### config.mk
export PLATFORM = sky130hd
export DESIGN_NAME = power_and_reset_control
export DESIGN_NICKNAME = d
export VERILOG_FILES = /design/src/rtl/power_reset_pkg.sv /design/src/rtl/pin_sync.sv /design/src/rtl/power_and_reset_control.sv
export SDC_FILE = /design/constraint.sdc
export NUM_CORES = 1
export LEC_CHECK = 0
export BUFFER_PORTS_ARGS = -buffer_cell sky130_fd_sc_hd__buf_2
export CORE_AREA = 2 2 103 80
export CTS_CLUSTER_DIAMETER = 80
export DETAILED_ROUTE_END_ITERATION = 10
export DIE_AREA = 0 0 105 82
export SYNTH_ARGS = -nofsm -noshare
export SYNTH_HDL_FRONTEND = slang
export SYNTH_SLANG_ARGS = --single-unit
### constraint.sdc
create_clock -name mclk -period 2.03 [get_ports mclk]
set_input_delay 0.3045 -clock mclk [delete_from_list [all_inputs] [get_ports mclk]]
set_output_delay 0.3045 -clock mclk [all_outputs]
set_load 0.1 [all_outputs]
### src/rtl/power_reset_pkg.sv
package power_reset_pkg;

  // ****************************************
  // Power states
  // ****************************************
  typedef enum logic [2:0] {
    PWR_ACTIVE  = 3'b001,
    PWR_STANDBY = 3'b010,
    PWR_SLEEP   = 3'b100
  } pwr_state_t;

  // ****************************************
  // Counts, widths and reset values
  // ****************************************
  localparam int          PD_COUNT_DEFAULT    = 256;
  localparam int          PD_CNT_W            = 16;
  localparam int          IDLE_COUNT_DEFAULT  = 4;
  localparam int          IDLE_CNT_W          = 4;
  localparam int          LOGIC_IN_W_DEFAULT  = 8;
  localparam int          BLOCK_W_DEFAULT     = 4;
  localparam logic [0:0]  RESET_OUT_ACTIVE    = 1'h0;
  localparam logic [15:0] PD_CNT_RESET        = 16'h0000;
  localparam logic [3:0]  IDLE_CNT_RESET      = 4'h0;

endpackage : power_reset_pkg

### src/rtl/pin_sync.sv
`timescale 1ns/1ns
module pin_sync #(
  parameter int          W        = 1,
  parameter logic [31:0] RST_VAL  = 32'h0000_0000
) (
  // Clock and reset
  input  wire logic         mclk,
  input  wire logic         resetn,
  input  wire logic         clk_en,
  // Data
  input  wire logic [W-1:0] async_in,
  output logic      [W-1:0] sync_out
);

  logic [W-1:0] meta_q;

  // Two stages; the first is read only by the second
  always_ff @(posedge mclk) begin
    if (!resetn) begin
      meta_q   <= RST_VAL[W-1:0];
      sync_out <= RST_VAL[W-1:0];
    end else if (clk_en) begin
      meta_q   <= async_in;
      sync_out <= meta_q;
    end
  end

endmodule : pin_sync

### src/rtl/power_and_reset_control.sv
// Behaviour
// - With the logic standby bit set, both logic arrays drop to standby while none of their inputs change.
// - The auto power-down unit puts the device in standby or sleep when the address latch strobe is idle.
// - Which strobe level counts as idle is chosen by a user polarity input.
// - A sleep mode, lower power than standby, exists and may be chosen as the auto power-down target.
// - Chip select is active low and while it is high the device stays in standby.
// - A low reset input resets ports, macrocells and configuration registers.
// - A reset output for the host is derived from the reset input.
// - The logic clock input clocks the macrocells, the logic arrays and the auto power-down counter.
// - The power manager lets the user gate power per functional block.
`timescale 1ns/1ns
module power_and_reset_control #(
  parameter int PD_COUNT   = power_reset_pkg::PD_COUNT_DEFAULT,
  parameter int IDLE_COUNT = power_reset_pkg::IDLE_COUNT_DEFAULT,
  parameter int LOGIC_IN_W = power_reset_pkg::LOGIC_IN_W_DEFAULT,
  parameter int BLOCK_W    = power_reset_pkg::BLOCK_W_DEFAULT
) (
  // Clock, enable and reset
  input  wire logic                  mclk,
  input  wire logic                  clk_en,
  input  wire logic                  resetn,
  // Host pins
  input  wire logic                  chip_select_n,
  input  wire logic                  addr_latch_strobe,
  input  wire logic                  reset_in_n,
  input  wire logic [LOGIC_IN_W-1:0] logic_array_in,
  // Configuration
  input  wire logic                  logic_standby_en,
  input  wire logic                  auto_power_down_en,
  input  wire logic                  strobe_idle_level,
  input  wire logic                  auto_power_down_sleep,
  input  wire logic                  reset_out_en,
  input  wire logic [BLOCK_W-1:0]    block_power_off,
  // Status and controls out
  output logic [2:0]                 power_state,
  output logic                       device_standby,
  output logic                       device_sleep,
  output logic                       decode_logic_array_standby,
  output logic                       general_logic_array_standby,
  output logic                       logic_array_clk_en,
  output logic [BLOCK_W-1:0]         block_power_en,
  output logic                       config_reset_n,
  output logic                       reset_out_n
);

  // ****************************************
  // Elaboration checks
  // ****************************************
  initial begin
    if (PD_COUNT < 1 || PD_COUNT >= (1 << power_reset_pkg::PD_CNT_W))
      $error("Power-down count out of range");
    if (IDLE_COUNT < 1 || IDLE_COUNT >= (1 << power_reset_pkg::IDLE_CNT_W))
      $error("IDLE_COUNT out of range");
    if (LOGIC_IN_W < 1 || BLOCK_W < 1)
      $error("Widths must be positive");
    // Synchroniser reset word is 32 bits wide
    if (LOGIC_IN_W > 29)
      $error("Too many logic inputs for the synchroniser");
  end

  // ****************************************
  // Pin synchronisers
  // ****************************************
  localparam int SW = LOGIC_IN_W + 3;

  logic [SW-1:0] pins_raw;
  logic [SW-1:0] pins_sync;

  assign pins_raw = {logic_array_in, reset_in_n, addr_latch_strobe, chip_select_n};

  // Selects and reset start inactive so the device sits in standby out of reset
  pin_sync #(
    .W       (SW),
    .RST_VAL (32'h0000_0005)
  ) u_pin_sync (
    .mclk     (mclk),
    .resetn   (resetn),
    .clk_en   (clk_en),
    .async_in (pins_raw),
    .sync_out (pins_sync)
  );

  wire                  cs_n_s   = pins_sync[0];
  wire                  ale_s    = pins_sync[1];
  wire                  rst_in_s = pins_sync[2];
  wire [LOGIC_IN_W-1:0] lin_s    = pins_sync[SW-1:3];

  // ****************************************
  // Reset distribution
  // ****************************************
  logic rst_in_q;

  always_ff @(posedge mclk) begin
    if (!resetn) begin
      rst_in_q <= 1'b0;
    end else if (clk_en) begin
      rst_in_q <= rst_in_s;
    end
  end

  // Both the system reset and the host reset pin clear configuration
  wire int_rst_n = resetn && rst_in_q;

  logic reset_out_q;

  always_ff @(posedge mclk) begin
    if (!resetn) begin
      reset_out_q <= power_reset_pkg::RESET_OUT_ACTIVE;
    end else if (clk_en) begin
      reset_out_q <= rst_in_q;
    end
  end

  // ****************************************
  // Strobe activity and auto power-down
  // ****************************************
  logic                                ale_q;
  logic [power_reset_pkg::PD_CNT_W-1:0] pd_cnt_q;
  logic [power_reset_pkg::PD_CNT_W-1:0] pd_cnt_d;
  logic                                pd_down_q;

  localparam logic [power_reset_pkg::PD_CNT_W-1:0] PD_TERM =
    power_reset_pkg::PD_CNT_W'(PD_COUNT);

  wire ale_toggle = ale_s != ale_q;
  wire ale_idle   = (ale_s == strobe_idle_level) && !ale_toggle;
  wire pd_term    = pd_cnt_q == PD_TERM;

  // Saturate at terminal count so the power-down holds
  assign pd_cnt_d = (!auto_power_down_en || !ale_idle) ? power_reset_pkg::PD_CNT_RESET :
                    pd_term ? pd_cnt_q : pd_cnt_q + 1'b1;

  always_ff @(posedge mclk) begin
    if (!int_rst_n) begin
      ale_q     <= 1'b0;
      pd_cnt_q  <= power_reset_pkg::PD_CNT_RESET;
      pd_down_q <= 1'b0;
    end else if (clk_en) begin
      ale_q     <= ale_s;
      pd_cnt_q  <= pd_cnt_d;
      pd_down_q <= auto_power_down_en && ale_idle && (pd_term || pd_cnt_d == PD_TERM);
    end
  end

  // ****************************************
  // Power state machine
  // ****************************************
  power_reset_pkg::pwr_state_t state_q;
  power_reset_pkg::pwr_state_t state_d;

  always_comb begin
    state_d = state_q;
    case (state_q)
      power_reset_pkg::PWR_ACTIVE: begin
        if (cs_n_s)
          state_d = power_reset_pkg::PWR_STANDBY;
        else if (pd_down_q)
          state_d = auto_power_down_sleep ? power_reset_pkg::PWR_SLEEP : power_reset_pkg::PWR_STANDBY;
      end
      power_reset_pkg::PWR_STANDBY: begin
        if (!cs_n_s && !pd_down_q)
          state_d = power_reset_pkg::PWR_ACTIVE;
        else if (!cs_n_s && pd_down_q && auto_power_down_sleep)
          state_d = power_reset_pkg::PWR_SLEEP;
      end
      power_reset_pkg::PWR_SLEEP: begin
        // Strobe activity or auto_power_down_en low wakes from sleep; chip select high falls back to standby
        if (cs_n_s)
          state_d = power_reset_pkg::PWR_STANDBY;
        else if (!pd_down_q)
          state_d = power_reset_pkg::PWR_ACTIVE;
      end
      default: state_d = power_reset_pkg::PWR_STANDBY;
    endcase
  end

  always_ff @(posedge mclk) begin
    if (!int_rst_n) begin
      state_q <= power_reset_pkg::PWR_STANDBY;
    end else if (clk_en) begin
      state_q <= state_d;
    end
  end

  // ****************************************
  // Logic array input-idle standby
  // ****************************************
  logic [LOGIC_IN_W-1:0]                  lin_q;
  logic [power_reset_pkg::IDLE_CNT_W-1:0] idle_cnt_q;
  logic                                   arrays_idle_q;
  logic                                   cs_q;

  localparam logic [power_reset_pkg::IDLE_CNT_W-1:0] IDLE_TERM =
    power_reset_pkg::IDLE_CNT_W'(IDLE_COUNT);

  // Strobe and select are array inputs too, so any edge on them wakes the arrays
  wire inputs_moving = (lin_s != lin_q) || ale_toggle || (cs_n_s != cs_q);

  always_ff @(posedge mclk) begin
    if (!int_rst_n) begin
      lin_q         <= '0;
      cs_q          <= 1'b1;
      idle_cnt_q    <= power_reset_pkg::IDLE_CNT_RESET;
      arrays_idle_q <= 1'b0;
    end else if (clk_en) begin
      lin_q <= lin_s;
      cs_q  <= cs_n_s;
      if (inputs_moving || !logic_standby_en) begin
        idle_cnt_q    <= power_reset_pkg::IDLE_CNT_RESET;
        arrays_idle_q <= 1'b0;
      end else if (idle_cnt_q != IDLE_TERM) begin
        idle_cnt_q <= idle_cnt_q + 1'b1;
      end else begin
        arrays_idle_q <= 1'b1;
      end
    end
  end

  // ****************************************
  // Outputs
  // ****************************************
  logic             dev_standby_q;
  logic             dev_sleep_q;
  logic             dpla_sb_q;
  logic             gpla_sb_q;
  logic             la_clk_en_q;
  logic [BLOCK_W-1:0] blk_en_q;

  wire powered_down = state_q != power_reset_pkg::PWR_ACTIVE;

  always_ff @(posedge mclk) begin
    if (!int_rst_n) begin
      dev_standby_q <= 1'b1;
      dev_sleep_q   <= 1'b0;
      dpla_sb_q     <= 1'b1;
      gpla_sb_q     <= 1'b1;
      la_clk_en_q   <= 1'b0;
      blk_en_q      <= '0;
    end else if (clk_en) begin
      dev_standby_q <= state_d == power_reset_pkg::PWR_STANDBY;
      dev_sleep_q   <= state_d == power_reset_pkg::PWR_SLEEP;
      dpla_sb_q     <= powered_down || arrays_idle_q;
      gpla_sb_q     <= powered_down || arrays_idle_q;
      la_clk_en_q   <= state_d != power_reset_pkg::PWR_SLEEP;
      blk_en_q      <= powered_down ? '0 : ~block_power_off;
    end
  end

  assign power_state                 = state_q;
  assign device_standby              = dev_standby_q;
  assign device_sleep                = dev_sleep_q;
  assign decode_logic_array_standby  = dpla_sb_q;
  assign general_logic_array_standby = gpla_sb_q;
  assign logic_array_clk_en          = la_clk_en_q;
  assign block_power_en              = blk_en_q;
  assign config_reset_n              = int_rst_n;
  assign reset_out_n                 = reset_out_en ? reset_out_q : 1'b1;

endmodule : power_and_reset_control

== Yosys cells after proc, flatten, opt, wreduce, memory -nomap -nowiden ==
Cells that the tools add are included.

* Output and inout bits: 14
* Logic and storage cells: 73
* Input bits: 23
* Flip-flop bits (word level): 67

* Bitwise logic cells: 1
* Add/sub/neg operators: 2
* Eq/ne operators: 15
* Reduce and logical (&&, ||, !) cells: 22
* Mux-type cells: 16

{| class="wikitable"
|+ Operator list
! kind !! number
|-
| $eq 16x9->1 const B || 2
|-
| $mux 16 || 2
|-
| $mux 3 || 7
|-
| $add 16x1->16 const B || 1
|-
| $mux 4 || 3
|-
| $pmux 3 s3 || 1
|-
| $ne 8x8->1 || 1
|-
| $logic_and 1x1->1 || 7
|-
| $eq 3x2->1 const B || 2
|-
| $eq 3x3->1 const B || 2
|-
| $logic_not 1->1 || 6
|-
| $logic_or 1x1->1 || 6
|-
| $add 4x1->4 const B || 1
|-
| $ne 4x3->1 const B || 1
|-
| $not 4->4 || 1
|-
| $reduce_and 2->1 || 2
|-
| $eq 3x1->1 const B || 1
|-
| $mux 1 || 3
|-
| $ne 3x1->1 const B || 1
|-
| $ne 3x3->1 const B || 1
|-
| $ne 1x1->1 || 2
|-
| $ne 2x2->1 const B || 1
|-
| $reduce_bool 2->1 || 1
|-
| $eq 1x1->1 || 1
|}

== Logic depth before layout (Yosys ltp) ==
* Depth in word-level cells: 9
* Gate-level depth with buffers: 7
* Mapped depth without buffers: 7

== Modules after synthesis ==
Synthesis repeated with hierarchy kept, for this count alone.

* Cells, all modules: 373
* Area, all modules: 3269.4 µm²

{| class="wikitable"
|+ Modules (own cells, without submodules)
! module !! instances !! cells an instance !! seq. area each (µm²) !! area an instance (µm²)
|-
| power_and_reset_control || 1 || 302 || 900.9 || 2422.3
|-
| pin_sync || 1 || 71 || 440.4 || 847.1
|}

== Worst setup path before layout ==
No wires, ideal clock.

* Path kind: register -> register
* From: register state_q[0], in the netlist power_state[0]
* To: register la_clk_en_q, in the netlist logic_array_clk_en
* Data required time: 1.909 ns
* Arrival time: 2.046 ns
* Setup time: 0.121 ns
* Cell stages (with the launch flop): 5
* Path slack: -0.137 ns
* Cells stage by stage: dfxtp_1 > nor3b_1 > a21oi_1 > or4_1 > o211a_1

* Longest elaborated chain between the ends: 4
* Elaborated cells between the ends (all ways): 11

{| class="wikitable"
|+ Ends and longest elaborated chain
! what !! RTL line !! RTL
|-
| start: declaration || power_and_reset_control.sv:148 || <nowiki>power_reset_pkg::pwr_state_t state_q;</nowiki>
|-
| start signal: assignment || power_and_reset_control.sv:179 || <nowiki>state_q <= power_reset_pkg::PWR_STANDBY;</nowiki>
|-
| start signal: assignment || power_and_reset_control.sv:181 || <nowiki>state_q <= state_d;</nowiki>
|-
| $mux 3 (on tied branches) || power_and_reset_control.sv:170, power_and_reset_control.sv:157, power_and_reset_control.sv:163 ||
|-
| $mux 3 (on tied branches) || power_and_reset_control.sv:168, power_and_reset_control.sv:155, power_and_reset_control.sv:161 ||
|-
| $pmux 3 s3 (*) || power_and_reset_control.sv:153 || <nowiki>case (state_q)</nowiki>
|-
| $ne 3x3->1 (*) || power_and_reset_control.sv:244 || <nowiki>la_clk_en_q <= state_d != power_reset_pkg::PWR_SLEEP;</nowiki>
|-
| end signal: assignment || power_and_reset_control.sv:244 ||
|-
| end: declaration || power_and_reset_control.sv:226 || <nowiki>logic la_clk_en_q;</nowiki>
|}

Mark *: on every way between the ends. The rest lies on a longest branch, timed or not.
A chain may end at the register's enable or synchronous reset.

== Final worst setup path ==
* From: register pd_cnt_q[6] in the netlist's numbering
* To: register pd_down_q

* Longest elaborated chain between the ends: 6
* Elaborated cells between the ends (all ways): 7

{| class="wikitable"
|+ Ends and longest elaborated chain
! what !! RTL line !! RTL
|-
| start: declaration || power_and_reset_control.sv:118 || <nowiki>logic [power_reset_pkg::PD_CNT_W-1:0] pd_cnt_q;</nowiki>
|-
| start signal: assignment || power_and_reset_control.sv:136 || <nowiki>pd_cnt_q <= power_reset_pkg::PD_CNT_RESET;</nowiki>
|-
| start signal: assignment || power_and_reset_control.sv:140 || <nowiki>pd_cnt_q <= pd_cnt_d;</nowiki>
|-
| $add 16x1->16 or $eq 16x9->1 (tied branches) || power_and_reset_control.sv:131, power_and_reset_control.sv:127 ||
|-
| $mux 16 || power_and_reset_control.sv:131 || <nowiki>pd_term ? pd_cnt_q : pd_cnt_q + 1'b1;</nowiki>
|-
| $mux 16 || power_and_reset_control.sv:130 || <nowiki>assign pd_cnt_d = (!auto_power_down_en || !ale_idle) ? power_reset_pkg::PD_CNT_RESET :</nowiki>
|-
| $eq 16x9->1 || power_and_reset_control.sv:141 || <nowiki>pd_down_q <= auto_power_down_en && ale_idle && (pd_term || pd_cnt_d == PD_TERM);</nowiki>
|-
| $logic_or 1x1->1 (*) || power_and_reset_control.sv:141 ||
|-
| $logic_and 1x1->1 (*) || power_and_reset_control.sv:141 ||
|-
| end signal: assignment || power_and_reset_control.sv:141 ||
|-
| end: declaration || power_and_reset_control.sv:120 || <nowiki>logic pd_down_q;</nowiki>
|}

Marks and branches as above.

==> run_results.csv <==
group,metric,value,unit
timing,fin_setup_tns,0,ns
floorplan,die_w,105,um
clock_network,cts.path.max_buffers,2,
placed_design,gp_congestion,0.870,
clock_network,clkSinkCount,67,
worst_setup_path,startpoint,"pd_cnt_q[6]$_SDFFE_PN0P_",
clock_network,clk_latency,0.35,ns
cells_and_area,utilization,50.6,%
synth,ys_seq_area_share,40.0,%
worst_setup_path,start_kind,"flip-flop",
synth,yosysTopAreaCellShare,40.0,%
cells_and_area,fillers,758,
synth,synth_area_leader_cell,"dfxtp_1",
global_route,antenna_found_initial,0,
worst_setup_path,crit_path_max_fanout,14,
timing,finalSetupViolations,0,
worst_setup_path,setup.worst_path.end,"pd_down_q$_SDFFE_PN0P_",
floorplan,fp.coreArea,0.00764,mm2
worst_setup_path,crit_path_max_incr_delay,0.57,ns
cells_and_area,final_net_count,442,
synth,synth_seq_cells,67,
cells_and_area,layout.cells.non_filler,525,
pwr,ir_drop,0.356,mV
cells_and_area,seq_area,0.00135,mm2
timing,worstMarginPinSlew,0.517,ns
worst_setup_path,critical_path.top_delay_family,"simple AND/OR/NAND/NOR gates",
placed_design,dp.cells,509,
floorplan,num_io_pins,37,
synth,syn_area_per_cell,8.86,um2
clock_network,cts_tree,"built",
placed_design,place_hpwl,4860,um
worst_setup_path,required,2.30,ns
timing,hold_ws,0.175,ns
drt,wl_per_cell,13.7,um
drt,vias,2783,
pwr,powerDensity,680,mW/mm2
global_route,grt_usage,17.7,%
synth,ys_types,55,
timing,max_slew_margin,65.2,%
global_route,grt_max_degree,60,
synth,synthesis.nets,405,
drt,drc,0,
timing,finalMaxSlewViolations,0,
worst_setup_path,r2r-end,"pd_down_q$_SDFFE_PN0P_",
synth,synth.area.top_cells,"dfxtp_1 (40%), mux2i_1 (10%), nor2_1 (4.1%), nor2b_1 (3.9%), a21oi_1 (3.9%)",
global_route,overflow,0,
clock_network,cts_htree_levels,3,
floorplan,die_area,0.00861,mm2
cells_and_area,multi_input_area,0.00185,mm2
cells_and_area,antenna_cells,0,
synth,ys.flop_type,"dfxtp_1",
synth,synth_area,0.00335,mm2
placed_design,portBuffers,36,
worst_setup_path,end_kind,"flip-flop",
worst_setup_path,r2r_cells,5,
worst_hold_path,hp-class,"in -> reg",
drt,dr.pass1.iters,5,
timing,hold_violations,0,
worst_setup_path,r2r_start,"pd_cnt_q[6]$_SDFFE_PN0P_",
timing,period_share,92.6,%
worst_setup_path,crit_chain,"nand3_4 > or4_1 > a21boi_1 > o22ai_1 > o31ai_2",
timing,rsz0062_at_grt,"false",
timing,fin_crit,1.88,ns
pwr,p_leak,1.51,nW
worst_setup_path,cp.arrival,2.15,ns
synth,synth_cells,378,
worst_setup_path,crit_cells,5,
job,maxCapViolCount,0,
timing,timing.fmax,532,MHz
clock_network,cts_buffers,9,
clock_network,ctsRootBufferMaster,"clkbuf_8",
floorplan,die_y,82,um
global_route,grt_pass1_vias,2467,
global_route,grt_pass1_wl,12000,um
drt,drt_iter0_markers,185,
clock_network,cts.clk_slew.worst_paths,0.07,ns
status,outcome,"finished clean",
worst_setup_path,crit_slowest_cell,"or4_1",
cells_and_area,syn2layout_area_growth,15.3,%
synth,async_flop_share,0,%
synth,synth_warnings,0,
synth,synth_edf_count,0,
worst_setup_path,path_buf_inv,0,
timing,clock_skew,0.00712,ns
cells_and_area,drive_gt1_share,21.0,%
worst_setup_path,criticalPathCategory,"reg -> reg",
pwr,power,2.63,mW
drt,wl,7210,um
drt,drtAntennaViolNets,0,
worst_setup_path,worst-r2r-setup-slack,0.15,ns
floorplan,rows,28,
drt,vias_per_cell,5.30,
floorplan,start_util,43.9,%
[synthesized netlist by cell type, types with 5 or more instances]
cell / n
nor4_1: 5
nor2_1: 37
dfxtp_1: 67
nand3_1: 8
inv_1: 12
clkbuf_1: 13
nand4_1: 6
xnor2_1: 11
a21oi_1: 26
mux2i_1: 35
nor3_1: 12
nand2_1: 19
nor2b_1: 21
o21ai_0: 17
[worst min path at each step]
| stage | start | to | slack, ns | cells past startpoint |
|---|---|---|---|---|
| 6_report | chip_select_n | u_pin_sync.meta_q[0]$_SDFFE_PN1P_ | 0.18 | 3 |
| 5_1_grt | chip_select_n | u_pin_sync.meta_q[0]$_SDFFE_PN1P_ | 0.18 | 3 |
| 4_1_cts | reset_in_n | u_pin_sync.meta_q[2]$_SDFFE_PN1P_ | 0.16 | 3 |
| 3_5_place_dp | device_sleep$_SDFFE_PN0P_ | device_sleep$_SDFFE_PN0P_ | 0.46 | 2 |
| 3_3_place_gp | device_sleep$_SDFFE_PN0P_ | device_sleep$_SDFFE_PN0P_ | 0.45 | 2 |
| 2_1_floorplan | resetn | reset_out_q$_SDFFE_PN0P_ | 0.43 | 1 |
[cell families (layout without fill, tap and decap cells)]
kind of cell    count (synthesis)  after routing  share of synthesized area, %
mux                            35             35                          10.5
fa+ha+maj                       4              4                          1.49
xor+xnor                       13             13                          3.40
compound gates                 79             79                          14.9
buf+inv                        38             80                          5.64
simple gates                  142            142                          24.1
flops                          67             67                          40.0
[per-stage QoR]
step	setup WS [ns]	cell area, um2
after global placement	0.109	3650
after floorplan	0.0975	3350
final	0.150	3860
after detailed placement	0.0730	3650
after CTS	0.0581	3830
after global routing	0.0386	3860
[where the power goes]
| part | internal, mW | switching (mW) | leakage [nW] | total, mW |
|---|---|---|---|---|
| registers | 1.34 | 0.0192 | 0.547 | 1.36 |
| clock network | 0.506 | 0.511 | 0.0884 | 1.02 |
| logic | 0.0987 | 0.153 | 0.879 | 0.252 |
[placed cells by master, fill, tap and decap left out, drive strengths merged, types with 3 or more instances in the layout]
cell type and n:
o21ai 19, nor3 12, nand2 20, clkbuf 12, a21oi 26, ha 4, o22ai 3, a21o 4
xnor2 11, nand3 10, nor3b 4, inv 12, nand4 8, mux2i 35, dfxtp 67, clkinv 4
nor2 37, o31ai 5, a211oi 3, buf 50, nor4 8, and4 3, nor2b 21, a22oi 4
or4 3
[state kept, by name, summed over array words and instances (netlist names)]
register / count
power_state: 3
reset_out_q: 1
rst_in_q: 1
idle_cnt_q: 4
pd_cnt_q: 16
u_pin_sync.sync_out: 11
device_standby: 1
block_power_en: 4
arrays_idle_q: 1
lin_q: 8
device_sleep: 1
ale_q: 1
logic_array_clk_en: 1
general_logic_array_standby: 1
cs_q: 1
pd_down_q: 1
u_pin_sync.meta_q: 11
[worst reg2reg max path: cells and delay by family, from the launching register on]
family           cells  cell delay (ns)
flip-flops           1             0.48
AND/OR/NAND/NOR      2             0.81
AO/OA/AOI/OAI        3             0.51
[timing repair]
action | 4_1_cts | 5_1_grt
resized for setup | 0 | 10
hold buffers | 0 | 0
setup endpoints to repair | 0 | 1
buffers inserted | 0 | 0
[area by class of cell]
type,count,area share [%]
multi-input cells,273,47.9
flip-flops and latches,67,35.0
well taps,105,3.40
clock inverters,4,0.647
clock buffers,12,4.01
inverters,14,1.36
repair buffers,50,7.70
[layer usage]
layer,vias to the layer above,track usage (%),wire length (um)
met3,9,5.08,390
met4,0,7.20,93
met1,1275,25.1,3810
li1,1434,-,-
met5,-,0,0
met2,65,25.1,2920
(Power assumes the default switching activity.)
